[config.mk]
export PLATFORM = sky130hd
export DESIGN_NAME = blit_mode_config
export DESIGN_NICKNAME = d
export VERILOG_FILES = /design/src/blit_pkg.sv /design/src/blit_fifo.sv /design/src/blit_mode_config.sv
export SDC_FILE = /design/constraint.sdc
export NUM_CORES = 2
export LEC_CHECK = 0
export BUFFER_PORTS_ARGS = -buffer_cell sky130_fd_sc_hd__buf_2
export CORE_MARGIN = 5
export CORE_UTILIZATION = 62
export DETAILED_ROUTE_END_ITERATION = 7
export PLACE_DENSITY = 0.8
export SLEW_MARGIN = 20
export SYNTH_ARGS = -nofsm -noshare
export SYNTH_HDL_FRONTEND = slang
export SYNTH_SLANG_ARGS = --single-unit
[constraint.sdc]
create_clock -name clock -period 10.11 [get_ports clock]
set_input_delay 2.022 -clock clock [delete_from_list [all_inputs] [get_ports clock]]
set_output_delay 2.022 -clock clock [all_outputs]
set_load 0.05 [all_outputs]
[src/blit_pkg.sv]
// Shared constants for the block-transfer mode and data-path control.
// Assumes an indexed register port and a single core clock.
package blit_pkg;

  localparam logic [7:0] IDX_SRC_HIGH  = 8'h2e;
  localparam logic [7:0] IDX_LEFT_MASK = 8'h2f;
  localparam logic [7:0] IDX_MODE      = 8'h30;

  localparam logic [4:0] SRC_HIGH_RST  = 5'h00;
  localparam logic [2:0] LEFT_MASK_RST = 3'h0;
  localparam logic [7:0] MODE_RST      = 8'h00;
  localparam logic [7:0] MODE_WR_MASK  = 8'hdf;

  localparam int MODE_EXPAND   = 7;
  localparam int MODE_PATTERN  = 6;
  localparam int MODE_WIDE     = 4;
  localparam int MODE_TRANSP   = 3;
  localparam int MODE_SRC_SYS  = 2;
  localparam int MODE_DST_SYS  = 1;
  localparam int MODE_DIR_DOWN = 0;

  localparam int SRC_HIGH_W  = 5;
  localparam int LEFT_MASK_W = 3;
  localparam int ADDR_W      = 21;

  localparam logic [11:0] PAT_ROW_MONO = 12'h001;
  localparam logic [11:0] PAT_ROW_8BPP = 12'h008;
  localparam logic [11:0] PAT_ROW_16BP = 12'h010;

  localparam int FIFO_DEPTH_DEF = 8;
  localparam int WORD_W         = 32;
  localparam int FIFO_W         = 34;

  typedef enum logic [1:0]
  {
    ST_IDLE = 2'b00,
    ST_LOAD = 2'b01,
    ST_RUN  = 2'b10
  } run_state_e;

endpackage

[src/blit_fifo.sv]
// Source-data FIFO with valid/ready on both sides and a flush.
// Assumes depth is a power of two.
`timescale 1ns/1ps
module blit_fifo
#(
  parameter int WIDTH = 34,
  parameter int DEPTH = 8,
  parameter int LVL_W = $clog2(DEPTH + 1)
)(
  input  wire logic             clock,
  input  wire logic             rstn,
  input  wire logic             flush,
  input  wire logic             in_valid,
  input  wire logic [WIDTH-1:0] in_data,
  output logic                  in_ready,
  output logic                  out_valid,
  output logic      [WIDTH-1:0] out_data,
  input  wire logic             out_ready,
  output logic      [LVL_W-1:0] level
);
  localparam int PTR_W = $clog2(DEPTH);

  logic [WIDTH-1:0] store [DEPTH];
  logic [PTR_W-1:0] wr_ptr_reg;
  logic [PTR_W-1:0] rd_ptr_reg;
  logic [LVL_W-1:0] count_reg;
  logic             push;
  logic             pop;

  assign in_ready  = count_reg != LVL_W'(DEPTH);
  assign out_valid = count_reg != '0;
  assign out_data  = store[rd_ptr_reg];
  assign level     = count_reg;
  assign push      = in_valid && in_ready && !flush;
  assign pop       = out_valid && out_ready && !flush;

  always_ff @(posedge clock)
  begin
    if (push)
      store[wr_ptr_reg] <= in_data;
  end

  always_ff @(posedge clock or negedge rstn)
  begin
    if (!rstn)
    begin
      wr_ptr_reg <= '0;
      rd_ptr_reg <= '0;
      count_reg  <= '0;
    end
    else if (flush)
    begin
      wr_ptr_reg <= '0;
      rd_ptr_reg <= '0;
      count_reg  <= '0;
    end
    else
    begin
      if (push)
        wr_ptr_reg <= wr_ptr_reg + PTR_W'(1);
      if (pop)
        rd_ptr_reg <= rd_ptr_reg + PTR_W'(1);
      if (push && !pop)
        count_reg <= count_reg + LVL_W'(1);
      else if (pop && !push)
        count_reg <= count_reg - LVL_W'(1);
    end
  end

endmodule

[src/blit_mode_config.sv]
// Mode, source-high and left-mask registers plus the source and pixel path of the blit engine.
// Assumes neighbouring logic supplies sizes, pitches, colours and start/abort pulses.
`timescale 1ns/1ps
// What this block does
// - Source start address is 21 bits, top five from the high register.
// - Nonzero left mask n skips first n pixels of each expanded line.
// - Expand bit picks expanded bitmap pixels, else raw source pixels.
// - Expansion maps bits MSB first to successive destination pixels.
// - Lines are byte padded; padding bits are dropped per programmed width.
// - Display-memory expand source is aligned and read linearly, pitch ignored.
// - Low three source bits pick the first pattern row under expansion.
// - Pattern copy tiles the pattern over the whole rectangle.
// - Pattern is 8, 64 or 128 bytes, always 64 pixels.
// - Width bit selects 16 or 8 bits per expanded pixel.
// - Width bit selects 16 or 8 bit transparency compare.
// - Compare on suppresses matching result writes; off writes all but left-masked expanded pixels.
// - In expand-transparency variant, zero bits are skipped or background.
// - Source select takes host data ignoring its address, else display.
// - Destination select is only exported on dst_to_host_reg; pixel results always leave on the pix_* outputs.
// - Direction bit decrements addresses from the top, else increments.
// - Set transparent-mask bits exclude positions from the compare.
// - Start launches the transfer; busy clears when it completes.
module blit_mode_config
  import blit_pkg::*;
#(
  parameter int FIFO_DEPTH    = FIFO_DEPTH_DEF,
  parameter bit EXPAND_TRANSP = 1'b0
)(
  input  wire logic              clock,
  input  wire logic              rstn,
  input  wire logic [7:0]        reg_index,
  input  wire logic              reg_wr,
  input  wire logic [7:0]        reg_wdata,
  input  wire logic              reg_rd,
  output logic      [7:0]        reg_rdata_reg,
  input  wire logic [15:0]       src_start_low,
  input  wire logic [ADDR_W-1:0] dst_start,
  input  wire logic [12:0]       src_pitch,
  input  wire logic [12:0]       dst_pitch,
  input  wire logic [10:0]       blt_width,
  input  wire logic [9:0]        blt_height,
  input  wire logic [15:0]       fg_colour,
  input  wire logic [15:0]       bg_colour,
  input  wire logic [15:0]       trans_colour,
  input  wire logic [15:0]       trans_mask,
  input  wire logic              start_req,
  input  wire logic              abort_req,
  output logic                   busy_reg,
  output logic                   dst_to_host_reg,
  input  wire logic              host_wvalid,
  input  wire logic [WORD_W-1:0] host_wdata,
  output logic                   host_wready_reg,
  output logic                   mem_rd_req_reg,
  output logic      [ADDR_W-1:0] mem_rd_addr_reg,
  input  wire logic              mem_rd_ready,
  input  wire logic              mem_rd_valid,
  input  wire logic [7:0]        mem_rd_data,
  output logic                   pix_valid_reg,
  output logic      [15:0]       pix_data_reg,
  output logic                   pix_we_reg,
  output logic      [ADDR_W-1:0] pix_addr_reg,
  input  wire logic              pix_ready
);
  localparam int LVL_W = $clog2(FIFO_DEPTH + 1);

  ////////////////////////////////////////////////////////////////////////////////
  // Register file and latched transfer settings.
  logic [SRC_HIGH_W-1:0]  src_high_reg;
  logic [LEFT_MASK_W-1:0] left_mask_reg;
  logic [7:0]             mode_reg;
  logic [7:0]             mode_q;
  logic [2:0]             lmask_q;
  logic [ADDR_W-1:0]      src_q, dst_q;
  logic [12:0]            spitch_q, dpitch_q;
  logic [10:0]            width_q;
  logic [9:0]             height_q;
  logic [15:0]            fg_q, bg_q, tcol_q, tmask_q;
  run_state_e             state_reg;
  logic [LVL_W-1:0]       inflight_reg;
  logic                   start_take;
  logic                   last_pix;

  always_ff @(posedge clock or negedge rstn)
  begin
    if (!rstn)
    begin
      src_high_reg  <= SRC_HIGH_RST;
      left_mask_reg <= LEFT_MASK_RST;
      mode_reg      <= MODE_RST;
    end
    else if (reg_wr)
    begin
      case (reg_index)
        IDX_SRC_HIGH:  src_high_reg  <= reg_wdata[SRC_HIGH_W-1:0];
        IDX_LEFT_MASK: left_mask_reg <= reg_wdata[LEFT_MASK_W-1:0];
        IDX_MODE:      mode_reg      <= reg_wdata & MODE_WR_MASK;
        default:       mode_reg      <= mode_reg;
      endcase
    end
  end

  always_ff @(posedge clock or negedge rstn)
  begin
    if (!rstn)
      reg_rdata_reg <= 8'h00;
    else if (reg_rd)
    begin
      case (reg_index)
        IDX_SRC_HIGH:  reg_rdata_reg <= {3'h0, src_high_reg};
        IDX_LEFT_MASK: reg_rdata_reg <= {5'h0, left_mask_reg};
        IDX_MODE:      reg_rdata_reg <= mode_reg;
        default:       reg_rdata_reg <= 8'h00;
      endcase
    end
  end

  assign start_take = start_req && state_reg == ST_IDLE && inflight_reg == '0;

  always_ff @(posedge clock or negedge rstn)
  begin
    if (!rstn)
    begin
      mode_q   <= MODE_RST;
      lmask_q  <= LEFT_MASK_RST;
      src_q    <= '0;
      dst_q    <= '0;
      spitch_q <= '0;
      dpitch_q <= '0;
      width_q  <= '0;
      height_q <= '0;
      fg_q     <= '0;
      bg_q     <= '0;
      tcol_q   <= '0;
      tmask_q  <= '0;
    end
    else if (start_take)
    begin
      mode_q   <= mode_reg;
      lmask_q  <= left_mask_reg;
      src_q    <= {src_high_reg, src_start_low};
      dst_q    <= dst_start;
      spitch_q <= src_pitch;
      dpitch_q <= dst_pitch;
      width_q  <= blt_width;
      height_q <= blt_height;
      fg_q     <= fg_colour;
      bg_q     <= bg_colour;
      tcol_q   <= trans_colour;
      tmask_q  <= trans_mask;
    end
  end

  ////////////////////////////////////////////////////////////////////////////////
  // Run control.
  always_ff @(posedge clock or negedge rstn)
  begin
    if (!rstn)
    begin
      state_reg <= ST_IDLE;
      busy_reg  <= 1'b0;
    end
    else
    begin
      case (state_reg)
        ST_IDLE:
        begin
          if (start_take)
          begin
            state_reg <= ST_LOAD;
            busy_reg  <= 1'b1;
          end
        end
        ST_LOAD:
        begin
          state_reg <= abort_req ? ST_IDLE : ST_RUN;
          busy_reg  <= !abort_req;
        end
        ST_RUN:
        begin
          if (abort_req || last_pix)
          begin
            state_reg <= ST_IDLE;
            busy_reg  <= 1'b0;
          end
        end
        default:
        begin
          state_reg <= ST_IDLE;
          busy_reg  <= 1'b0;
        end
      endcase
    end
  end

  assign dst_to_host_reg = mode_q[MODE_DST_SYS];

  ////////////////////////////////////////////////////////////////////////////////
  // Geometry derived from the latched settings.
  logic              expand, pattern, wide, transp, src_sys, dir_down, run;
  logic [11:0]       w_bytes, pix_line, pix_plus7, row_bytes, span_bytes, span_count;
  logic [ADDR_W-1:0] pat_base;
  logic [2:0]        row_start;

  assign expand     = mode_q[MODE_EXPAND];
  assign pattern    = mode_q[MODE_PATTERN];
  assign wide       = mode_q[MODE_WIDE];
  assign transp     = mode_q[MODE_TRANSP];
  assign src_sys    = mode_q[MODE_SRC_SYS];
  assign dir_down   = mode_q[MODE_DIR_DOWN];
  assign run        = state_reg == ST_RUN;
  assign w_bytes    = {1'b0, width_q} + 12'h001;
  assign pix_line   = wide ? {1'b0, w_bytes[11:1]} : w_bytes;
  assign pix_plus7  = pix_line + 12'h007;
  assign row_bytes  = expand ? PAT_ROW_MONO : (wide ? PAT_ROW_16BP : PAT_ROW_8BPP);
  assign span_bytes = pattern ? row_bytes : (expand ? {3'h0, pix_plus7[11:3]} : w_bytes);
  assign span_count = pattern ? {3'h0, pix_plus7[11:3]} : 12'h001;
  assign pat_base   = expand ? {src_q[20:3], 3'h0} : {src_q[20:2], 2'h0};
  assign row_start  = expand ? src_q[2:0] : 3'h0;

  ////////////////////////////////////////////////////////////////////////////////
  // Display-memory source address generator, bounded by FIFO credits.
  logic              g_active;
  logic [9:0]        g_line;
  logic [11:0]       g_span, g_byte, span_last;
  logic [ADDR_W-1:0] g_base, g_addr, g_next_line, g_row_off, g_row_off0;
  logic [2:0]        g_row;
  logic [LVL_W-1:0]  fifo_level;
  logic [LVL_W:0]    credit_used;
  logic              issue, req_accept;

  assign g_row_off   = {18'h0, g_row + 3'h1} * {9'h0, row_bytes};
  assign g_row_off0  = {18'h0, row_start} * {9'h0, row_bytes};
  assign span_last   = (pattern && !expand && g_span == span_count - 12'h001)
                       ? w_bytes - (span_count - 12'h001) * row_bytes - 12'h001
                       : span_bytes - 12'h001;
  assign credit_used = {1'b0, inflight_reg} + {1'b0, fifo_level} + {LVL_W'(0), mem_rd_req_reg};
  assign req_accept  = mem_rd_req_reg && mem_rd_ready;
  assign issue       = run && g_active && (!mem_rd_req_reg || mem_rd_ready)
                       && credit_used < (LVL_W+1)'(FIFO_DEPTH);

  always_comb
  begin
    if (pattern)
      g_next_line = pat_base + g_row_off;
    else if (expand)
      g_next_line = dir_down ? g_addr - 21'h1 : g_addr + 21'h1;
    else
      g_next_line = dir_down ? g_base - {8'h0, spitch_q} : g_base + {8'h0, spitch_q};
  end

  always_ff @(posedge clock or negedge rstn)
  begin
    if (!rstn)
    begin
      g_active        <= 1'b0;
      g_line          <= '0;
      g_span          <= '0;
      g_byte          <= '0;
      g_row           <= '0;
      g_base          <= '0;
      g_addr          <= '0;
      mem_rd_req_reg  <= 1'b0;
      mem_rd_addr_reg <= '0;
    end
    else if (state_reg == ST_LOAD)
    begin
      g_active <= !src_sys;
      g_line   <= '0;
      g_span   <= '0;
      g_byte   <= '0;
      g_row    <= row_start;
      g_base   <= pattern ? pat_base + g_row_off0 : src_q;
      g_addr   <= pattern ? pat_base + g_row_off0 : src_q;
    end
    else if (!run)
    begin
      g_active <= 1'b0;
      if (req_accept)
        mem_rd_req_reg <= 1'b0;
    end
    else if (issue)
    begin
      mem_rd_req_reg  <= 1'b1;
      mem_rd_addr_reg <= g_addr;
      if (g_byte != span_last)
      begin
        g_byte <= g_byte + 12'h001;
        g_addr <= dir_down ? g_addr - 21'h1 : g_addr + 21'h1;
      end
      else if (g_span != span_count - 12'h001)
      begin
        g_byte <= '0;
        g_span <= g_span + 12'h001;
        g_addr <= g_base;
      end
      else
      begin
        g_byte   <= '0;
        g_span   <= '0;
        g_row    <= g_row + 3'h1;
        g_base   <= g_next_line;
        g_addr   <= g_next_line;
        g_line   <= g_line + 10'h001;
        g_active <= g_line != height_q;
      end
    end
    else if (req_accept)
      mem_rd_req_reg <= 1'b0;
  end

  always_ff @(posedge clock or negedge rstn)
  begin
    if (!rstn)
      inflight_reg <= '0;
    else if (req_accept && !mem_rd_valid)
      inflight_reg <= inflight_reg + LVL_W'(1);
    else if (mem_rd_valid && !req_accept && inflight_reg != '0)
      inflight_reg <= inflight_reg - LVL_W'(1);
  end

  ////////////////////////////////////////////////////////////////////////////////
  // Source FIFO: host words or display-memory bytes with a byte count.
  logic              f_in_valid, f_in_ready, f_out_valid, f_pop;
  logic [FIFO_W-1:0] f_in_data, f_out_data;

  assign f_in_valid = state_reg != ST_IDLE
                      && (src_sys ? host_wvalid && host_wready_reg : mem_rd_valid);
  assign f_in_data  = src_sys ? {2'h3, host_wdata} : {2'h0, 24'h0, mem_rd_data};

  blit_fifo #(.WIDTH(FIFO_W), .DEPTH(FIFO_DEPTH)) src_fifo (
    .clock     (clock),
    .rstn      (rstn),
    .flush     (start_take || abort_req),
    .in_valid  (f_in_valid),
    .in_data   (f_in_data),
    .in_ready  (f_in_ready),
    .out_valid (f_out_valid),
    .out_data  (f_out_data),
    .out_ready (f_pop),
    .level     (fifo_level)
  );

  always_ff @(posedge clock or negedge rstn)
  begin
    if (!rstn)
      host_wready_reg <= 1'b0;
    else
      host_wready_reg <= state_reg != ST_IDLE && !abort_req && !last_pix && src_sys
                         && fifo_level <= LVL_W'(FIFO_DEPTH - 2);
  end

  ////////////////////////////////////////////////////////////////////////////////
  // Pixel former: unpack bytes, expand, clip, compare, address.
  logic [WORD_W-1:0] cur_word;
  logic [2:0]        cur_left, bit_idx;
  logic              lo_have, adv, emit, eol, cons, mono_bit, match, we;
  logic [7:0]        lo_byte, src_byte;
  logic [9:0]        c_line;
  logic [11:0]       c_pix, pix_col_reg;
  logic [15:0]       colour, pdata, diff;
  logic [ADDR_W-1:0] d_base, d_addr, d_step;
  logic              pix_bit_reg;

  assign f_pop    = run && cur_left == 3'h0 && f_out_valid;
  assign adv      = run && cur_left != 3'h0 && (!pix_valid_reg || pix_ready);
  assign src_byte = cur_word[7:0];
  assign mono_bit = src_byte[3'h7 - bit_idx];
  assign emit     = adv && (expand || !wide || lo_have);
  assign eol      = emit && c_pix == pix_line - 12'h001;
  assign last_pix = run && eol && c_line == height_q;
  assign cons     = adv && (!expand || bit_idx == 3'h7 || eol);
  assign colour   = mono_bit ? fg_q : bg_q;
  assign d_step   = wide ? 21'h2 : 21'h1;

  always_comb
  begin
    if (expand)
      pdata = wide ? colour : {8'h00, colour[7:0]};
    else
      pdata = wide ? {src_byte, lo_byte} : {8'h00, src_byte};
    diff  = (pdata ^ tcol_q) & ~tmask_q;
    match = wide ? diff == 16'h0000 : diff[7:0] == 8'h00;
    if (expand && c_pix < {9'h0, lmask_q})
      we = 1'b0;
    else if (expand && transp && EXPAND_TRANSP)
      we = mono_bit;
    else if (transp)
      we = !match;
    else
      we = 1'b1;
  end

  always_ff @(posedge clock or negedge rstn)
  begin
    if (!rstn)
    begin
      cur_word <= '0;
      cur_left <= '0;
      bit_idx  <= '0;
      lo_have  <= 1'b0;
      lo_byte  <= '0;
      c_line   <= '0;
      c_pix    <= '0;
      d_base   <= '0;
      d_addr   <= '0;
    end
    else if (state_reg == ST_LOAD || !run || last_pix)
    begin
      cur_left <= '0;
      bit_idx  <= '0;
      lo_have  <= 1'b0;
      c_line   <= '0;
      c_pix    <= '0;
      d_base   <= dst_q;
      d_addr   <= dst_q;
    end
    else
    begin
      if (f_pop)
      begin
        cur_word <= f_out_data[WORD_W-1:0];
        cur_left <= {1'b0, f_out_data[FIFO_W-1:WORD_W]} + 3'h1;
      end
      else if (cons)
      begin
        cur_word <= {8'h00, cur_word[WORD_W-1:8]};
        cur_left <= cur_left - 3'h1;
      end
      if (adv && !expand && wide && !lo_have)
      begin
        lo_byte <= src_byte;
        lo_have <= 1'b1;
      end
      else if (emit)
        lo_have <= 1'b0;
      if (emit && expand)
        bit_idx <= eol ? 3'h0 : bit_idx + 3'h1;
      if (emit)
      begin
        c_pix  <= eol ? 12'h000 : c_pix + 12'h001;
        c_line <= eol ? c_line + 10'h001 : c_line;
        if (eol)
        begin
          d_base <= dir_down ? d_base - {8'h0, dpitch_q} : d_base + {8'h0, dpitch_q};
          d_addr <= dir_down ? d_base - {8'h0, dpitch_q} : d_base + {8'h0, dpitch_q};
        end
        else
          d_addr <= dir_down ? d_addr - d_step : d_addr + d_step;
      end
    end
  end

  always_ff @(posedge clock or negedge rstn)
  begin
    if (!rstn)
    begin
      pix_valid_reg <= 1'b0;
      pix_data_reg  <= '0;
      pix_we_reg    <= 1'b0;
      pix_addr_reg  <= '0;
      pix_col_reg   <= '0;
      pix_bit_reg   <= 1'b0;
    end
    else if (abort_req)
      pix_valid_reg <= 1'b0;
    else if (emit)
    begin
      pix_valid_reg <= 1'b1;
      pix_data_reg  <= pdata;
      pix_we_reg    <= we;
      pix_addr_reg  <= d_addr;
      pix_col_reg   <= c_pix;
      pix_bit_reg   <= mono_bit;
    end
    else if (pix_ready)
      pix_valid_reg <= 1'b0;
  end
endmodule

======== Word level (Yosys, flattened, before mapping) ========
Memories as Yosys holds them, arrays and structs flattened.
Index checks and enable logic that the tools add are counted.
storage, ports and cells
  bits in writable memories ............... 272
  bits of input ports ..................... 214
  flip-flop bits (word level) ............. 456
  logic and storage cells ................. 320
  memories kept ........................... 1
  output and inout bits ................... 72
memory list
  name            depth  width  read ports  clocked after memory_dff  write ports  RTL line         source
  src_fifo.store  8      34     1           0                         1            blit_fifo.sv:23  logic [WIDTH-1:0] store [DEPTH];
operators by class
  reduce and logical (&&, ||, !) cells .... 97
  $add $sub $neg .......................... 35
  equal/unequal tests ..................... 20
  multiply operators ...................... 3
  muxes and demuxes ....................... 109
  bitwise logic cells ..................... 6
  order comparisons ....................... 4
operator list
  cell                     count
  $mux W21                 22
  $mux W12                 16
  $mux W10                 8
  $mux W16                 4
  $mux W32                 2
  $mux W3                  17
  $add A21 B13 Y21         2
  $add A21 B8 Y21          2
  $sub A21 B13 Y21         2
  $logic_and A1 B1 Y1      37
  $add A12 B1 Y12 const B  3
  $sub A12 B1 Y12 const B  3
  $mux W34                 1
  $eq A12 B12 Y1           2
  $eq A8 B6 Y1 const B     3
  $ne A12 B12 Y1           2
  $pmux W8 S3              1
  $mux W1                  23
  $add A21 B1 Y21 const B  1
  $add A21 B2 Y21          1
  $sub A21 B1 Y21 const B  1
  $sub A21 B2 Y21          1
  $add A10 B1 Y10 const B  2
  $mux W4                  5
  51 further kinds         113

======== Longest topological paths before layout ========
  depth in word-level cells ............... 14
  mapped depth ............................ 43
  gate-level depth less buffers ........... 39

======== By module ========
From an unflattened synthesis, not the netlist that was laid out.
unflattened totals
  cells, all modules ...................... 3,961
  area, all modules ....................... 40,807.9 um^2
modules (own cells, without submodules)
  module            cells an instance  sequential area each (um^2)  times used  area each (um^2)
  blit_mode_config  3,485              11,135.7                     1           29,876.2
  blit_fifo         476                8,418.1                      1           10,931.7

======== Least setup slack after synthesis ========
Ideal clock, no wire load.
  kind .................................... reg-to-reg
  start ................................... reg mode_q[4]
  end ..................................... reg g_active
  path slack .............................. 2.305 ns
  data required time ...................... 9.976 ns
  arrival ................................. 7.670 ns
  period minus slack after synthesis ...... 7.805 ns
  stages on the path, launching flop included .. 41
  setup time .............................. 0.134 ns
  path buffers ............................ 7
  cell sequence ........................... dfrtp_1 > buf_2 > buf_2 > buf_2 > buf_2 > buf_1 > a21oi_1 > ha_1 > a32o_1 > a2111o_1 > o21ai_0 > a211oi_1 > nand2_1 > ha_1 > o31ai_1 > nor3_2 > and3_1 > nand2_1 > [... 5 more ...] > inv_1 > ha_1 > inv_1 > o21bai_1 > a21oi_1 > o211ai_1 > a21oi_1 > xnor2_1 > xnor2_1 > o221ai_1 > xor2_1 > and3b_1 > and3_1 > buf_2 > buf_2 > nand2_1 > o311ai_1 > mux2i_1
on the way
  longest elaborated chain between the ends .. 11
  elaborated cells on any way between the ends .. 20
  those cells by class .................... add/sub (5); mul (1); eq/ne (5); mux (7); reduce/logical (2)
RTL lines
  item                             RTL line                                                                   source
  from (decl)                      blit_mode_config.sv:71                                                     logic [7:0] mode_q;
  from (signal assigned)           blit_mode_config.sv:138                                                    mode_q <= mode_reg;
  $mux W12                         blit_mode_config.sv:212                                                    assign pix_line = wide ? {1'b0, w_bytes[11:1]} : w_bytes;
  $add A12 B3 Y12                  blit_mode_config.sv:213                                                    assign pix_plus7 = pix_line + 12'h007;
  $mux W9                          blit_mode_config.sv:216                                                    assign span_count = pattern ? {3'h0, pix_plus7[11:3]} : 12'h001;
  $sub A9 B1 Y10                   blit_mode_config.sv:233, blit_mode_config.sv:234, blit_mode_config.sv:290
  $mul A12 B5 Y12                  blit_mode_config.sv:234                                                    ? w_bytes - (span_count - 12'h001) * row_bytes - 12'h001
  $sub A12 B12 Y12                 blit_mode_config.sv:234
  $sub A12 B1 Y12                  blit_mode_config.sv:234
  $mux W12                         blit_mode_config.sv:234
  $ne A12 B12 Y1                   blit_mode_config.sv:285                                                    if (g_byte != span_last)
  $ne A3 B2 Y1 (no line)           -
  $reduce_and A3 Y1 (no line) (*)  -
  to (signal assigned)             blit_mode_config.sv:267                                                    g_active <= !src_sys;
  to (signal assigned)             blit_mode_config.sv:304                                                    g_active <= g_line != height_q;
  to (decl)                        blit_mode_config.sv:222                                                    logic g_active;
Every way passes the cells marked *; elsewhere a longest branch is shown, timed or not.
A chain may end at the register's enable or synchronous reset.

======== Worst setup path after layout ========
  start ................................... reg width_q[1]
  end ..................................... reg g_addr[20]
on the way
  longest elaborated chain between the ends .. 14
  elaborated cells on any way between the ends .. 21
  those cells by class .................... add/sub (6); mul (1); eq/ne (3); mux (10); reduce/logical (1)
RTL lines
  item                    RTL line                                                                   source
  from (decl)             blit_mode_config.sv:75                                                     logic [10:0] width_q;
  from (signal assigned)  blit_mode_config.sv:144                                                    width_q <= blt_width;
  $add A11 B1 Y12 (*)     blit_mode_config.sv:211                                                    assign w_bytes = {1'b0, width_q} + 12'h001;
  $mux W12                blit_mode_config.sv:212
  $add A12 B3 Y12         blit_mode_config.sv:213
  $mux W9                 blit_mode_config.sv:216
  $sub A9 B1 Y10          blit_mode_config.sv:233, blit_mode_config.sv:234, blit_mode_config.sv:290
  $mul A12 B5 Y12         blit_mode_config.sv:234
  $sub A12 B12 Y12        blit_mode_config.sv:234
  $sub A12 B1 Y12         blit_mode_config.sv:234
  $mux W12                blit_mode_config.sv:234
  $ne A12 B12 Y1          blit_mode_config.sv:285
  $mux W21 (*)            blit_mode_config.sv:285
  $mux W21 (*)            blit_mode_config.sv:281                                                    else if (issue)
  $mux W21 (*)            blit_mode_config.sv:275                                                    else if (!run)
  $mux W21 (*)            blit_mode_config.sv:265                                                    else if (state_reg == ST_LOAD)
  to (signal assigned)    blit_mode_config.sv:273                                                    g_addr <= pattern ? pat_base + g_row_off0 : src_q;
  to (signal assigned)    blit_mode_config.sv:288                                                    g_addr <= dir_down ? g_addr - 21'h1 : g_addr + 21'h1;
  to (signal assigned)    blit_mode_config.sv:294                                                    g_addr <= g_base;
  to (decl)               blit_mode_config.sv:225                                                    logic [ADDR_W-1:0] g_base, g_addr, g_next_line, g_row_off, g_row_off0;
Every way passes the cells marked *; elsewhere a longest branch is shown, timed or not. The select of a mux whose other input is x is not followed.

==> flow_metrics.env <==
export IMPL_outcome="finished, violations left"
export IMPL_violations="DRC"
export IMPL_vias_per_cell=6.213
export IMPL_cts_inserted_buffers=74
export IMPL_drt_iter0_drc=3206
export IMPL_grt_pass1_wl_microns=177000
export IMPL_path_clk_slew_ps=60
export IMPL_relSlewSlack=0.3050
export IMPL_worst_slew_pin_slew_ps=1036
export IMPL_finalHoldViolCount=0
export IMPL_numPortBuffers=283
export IMPL_firstDrtPassIters=8
export IMPL_yosysMostFrequentCell="nand2_1"
export IMPL_grt_max_degree=171
export IMPL_crit_fanout=17
export IMPL_worstPathRequired_ps=10640
export IMPL_htree_levels=3
export IMPL_fin_crit_sh=0.9183
export IMPL_post_route_drc_count=1
export IMPL_post_synth_num_cell_types=105
export IMPL_fp_dieH_microns=266.0
export IMPL_die_width_microns=266.0
export IMPL_tritoncts="yes"
export IMPL_period_needed_ps=9284
export IMPL_clkLatencyLatePin_ps=670
export IMPL_hold_buffers=0
export IMPL_dpl_hpwl_microns=74470
export IMPL_post_cts_resized=0
export IMPL_hold_path_class="reg2reg"
export IMPL_cts_sinks=719
export IMPL_synth_edf_count=264
export IMPL_p_leak_nw=19.89
export IMPL_drt_total_wl_microns=112500
export IMPL_postLayoutCoreUtil=0.6997
export IMPL_cts_root_buffer_cell="clkbuf_16"
export IMPL_fin_cells=5148
export IMPL_clk_path_buf_depth=3
export IMPL_rsz0062_at_grt="no"
export IMPL_reg_largest_list="src_fifo.store: 264 flops, cur_word: 32 flops"
export IMPL_grt_pass1_vias=32240
export IMPL_synth_area_top_cells="dfrtp_1 (28%), edfxtp_1 (20%), nand2_1 (7.4%)"
export IMPL_syn_avg_cell_area_sq_um=10.07
export IMPL_synth_flop_cell="dfrtp_1"
export IMPL_hold_ws_ps=469.0
export IMPL_setup_tns_ps=0
export IMPL_met3_usage=0.06067
export IMPL_maxCapViolCount=0
export IMPL_area_growth_syn_to_layout_pct=11.44
export IMPL_gr_usage_met2=0.5213
export IMPL_fp_coreArea_sq_um=64700
export IMPL_peakVddDrop_v=0.0001517
export IMPL_antenna_found_initial=5
export IMPL_critical_path_top_delay_family="compound AO/OA/AOI/OAI gates"
export IMPL_ys_ff_latch=719
export IMPL_cts_setup_buffers=0
export IMPL_yosysWarnings=0
export IMPL_num_nets_final=4640
export IMPL_synthCells=4033
export IMPL_skew_ps=54.18
export IMPL_setup_viol=0
export IMPL_synth_top_area_frac=0.2803
export IMPL_wl_per_cell_microns=21.85
export IMPL_path_common_cell="ha_1"
export IMPL_std_cell_rows=93
export IMPL_max_freq_mhz=107.7
export IMPL_dp_cells=5016
export IMPL_pin_count=286
export IMPL_grt_use_total=0.3138
export IMPL_vias=31980
export IMPL_total_power_mw=12.78
export IMPL_dieArea_sq_um=70740
export IMPL_drive_above_1_share=0.1564
export IMPL_initial_utilization=0.6279
export IMPL_crit_path_end_kind="flop"
export IMPL_regMostFlops="src_fifo.store"
export IMPL_crit_buf_inv=4
export IMPL_synth_top_area_cell="dfrtp_1"
export IMPL_drv_slew=0
export IMPL_synth_common_cells="nand2_1 (802), dfrtp_1 (455), nor2_1 (296)"
export IMPL_startpoint_type="flop"
export IMPL_final_fill_count=4743
export IMPL_largest_reg_flops=264
export IMPL_critical_path_max_stage_delay_ps=810
export IMPL_p_per_area_nw_per_um2=282.3
export IMPL_met1_usage=0.4045
export IMPL_criticalPathCategory="reg2reg"
export IMPL_synthArstFlopShare=0.6328
export IMPL_drtAntennaViolNets=0
export IMPL_syn_area_sq_um=40620
export IMPL_busiest_layer="met2"
export IMPL_cp_data_arrival_time_ps=9810
export IMPL_gp_congestion=0.9352
export IMPL_synth_seq_area_share=0.4755
export IMPL_grt_overflow=0
export IMPL_slowest_stage="o21ai_1"
-- cells by family (layout without fill, tap and decap cells) --
logic type,count (synthesis),after routing,share of synthesized area
simple gates,1522,1522,0.1661
mux,258,258,0.08714
xor+xnor,251,251,0.05504
other cells,2,10,0.0001849
compound gates,751,751,0.1193
flops,719,719,0.4755
fa+ha+maj,188,188,0.06290
buf+inv,342,594,0.03391
-- power by group --
part / leakage, nW / switching, mW / internal, mW / total (mW)
registers: 8.31 / 0.575 / 3.57 / 4.15
logic: 10.4 / 3.51 / 2.37 / 5.88
clock network: 1.19 / 1.22 / 1.53 / 2.75
-- tightest hold or removal path, cell delays in order (launching register included) --
cell,delay [ps]
dfrtp_1,330
nand2_1,50
nand2_1,50
-- per-stage QoR --
stage / cell area, sq um / worst slack [ps]
final: 45270 / 825.6
after floorplan: 40640 / 2305
after detailed placement: 42790 / 1011
after global routing: 45270 / 74.65
after global placement: 42790 / 1189
after CTS: 45230 / 939.0
-- final cells by class --
| type | count | area [sq um] | area share |
|---|---|---|---|
| flip-flops and latches | 719 | 19320 | 0.4269 |
| well taps | 855 | 1070 | 0.02363 |
| clock buffers | 101 | 2054 | 0.04538 |
| repair buffers | 339 | 1883 | 0.04160 |
| inverters | 126 | 473.0 | 0.01045 |
| diodes | 2 | 5.005 | 0.0001106 |
| multi-input cells | 2978 | 20070 | 0.4434 |
| clock inverters | 28 | 387.9 | 0.008568 |
-- worst paths after layout --
kind	start	end	slack (ps)	cells after the start
worst max-delay path	width_q[1]$_DFFE_PN0P_	g_addr[20]$_DFFE_PN0P_	830	38
worst min-delay path	mem_rd_addr_reg[6]$_DFFE_PN0P_	mem_rd_addr_reg[6]$_DFFE_PN0P_	470	2
worst max register to register	width_q[1]$_DFFE_PN0P_	g_addr[20]$_DFFE_PN0P_	830	38
worst min register to register	mem_rd_addr_reg[6]$_DFFE_PN0P_	mem_rd_addr_reg[6]$_DFFE_PN0P_	470	2
min in group asynchronous	rstn	height_q[8]$_DFFE_PN0P_	1400	1
max in group asynchronous	rstn	src_fifo.rd_ptr_reg[0]$_DFFE_PN0P_	7230	2
-- cell usage in the layout (no fill, tap or decap), types with 44 or more instances in the layout --
| cell type | synthesis | final |
|---|---|---|
| mux2_2 | 82 | 82 |
| inv_1 | 122 | 122 |
| nor2_1 | 296 | 289 |
| dfrtp_1 | 455 | 448 |
| nand3_1 | 83 | 82 |
| edfxtp_1 | 264 | 264 |
| nand2_1 | 802 | 802 |
| a211oi_1 | 54 | 54 |
| clkbuf_16 | 0 | 75 |
| ha_1 | 161 | 160 |
| nor3_1 | 71 | 69 |
| and2_1 | 44 | 44 |
| buf_2 | 27 | 282 |
| xnor2_1 | 163 | 163 |
| mux2i_1 | 105 | 104 |
| xor2_1 | 86 | 86 |
| mux4_2 | 68 | 68 |
| a21oi_1 | 207 | 207 |
| buf_4 | 6 | 53 |
| o21ai_0 | 186 | 186 |
-- routing by layer --
metal	up-vias	routed length, microns
met1	15510	43030
met5	-	20
met2	1454	54330
met4	4	5738
met3	364	9374
li1	14650	-
(Power assumes the default switching activity.)
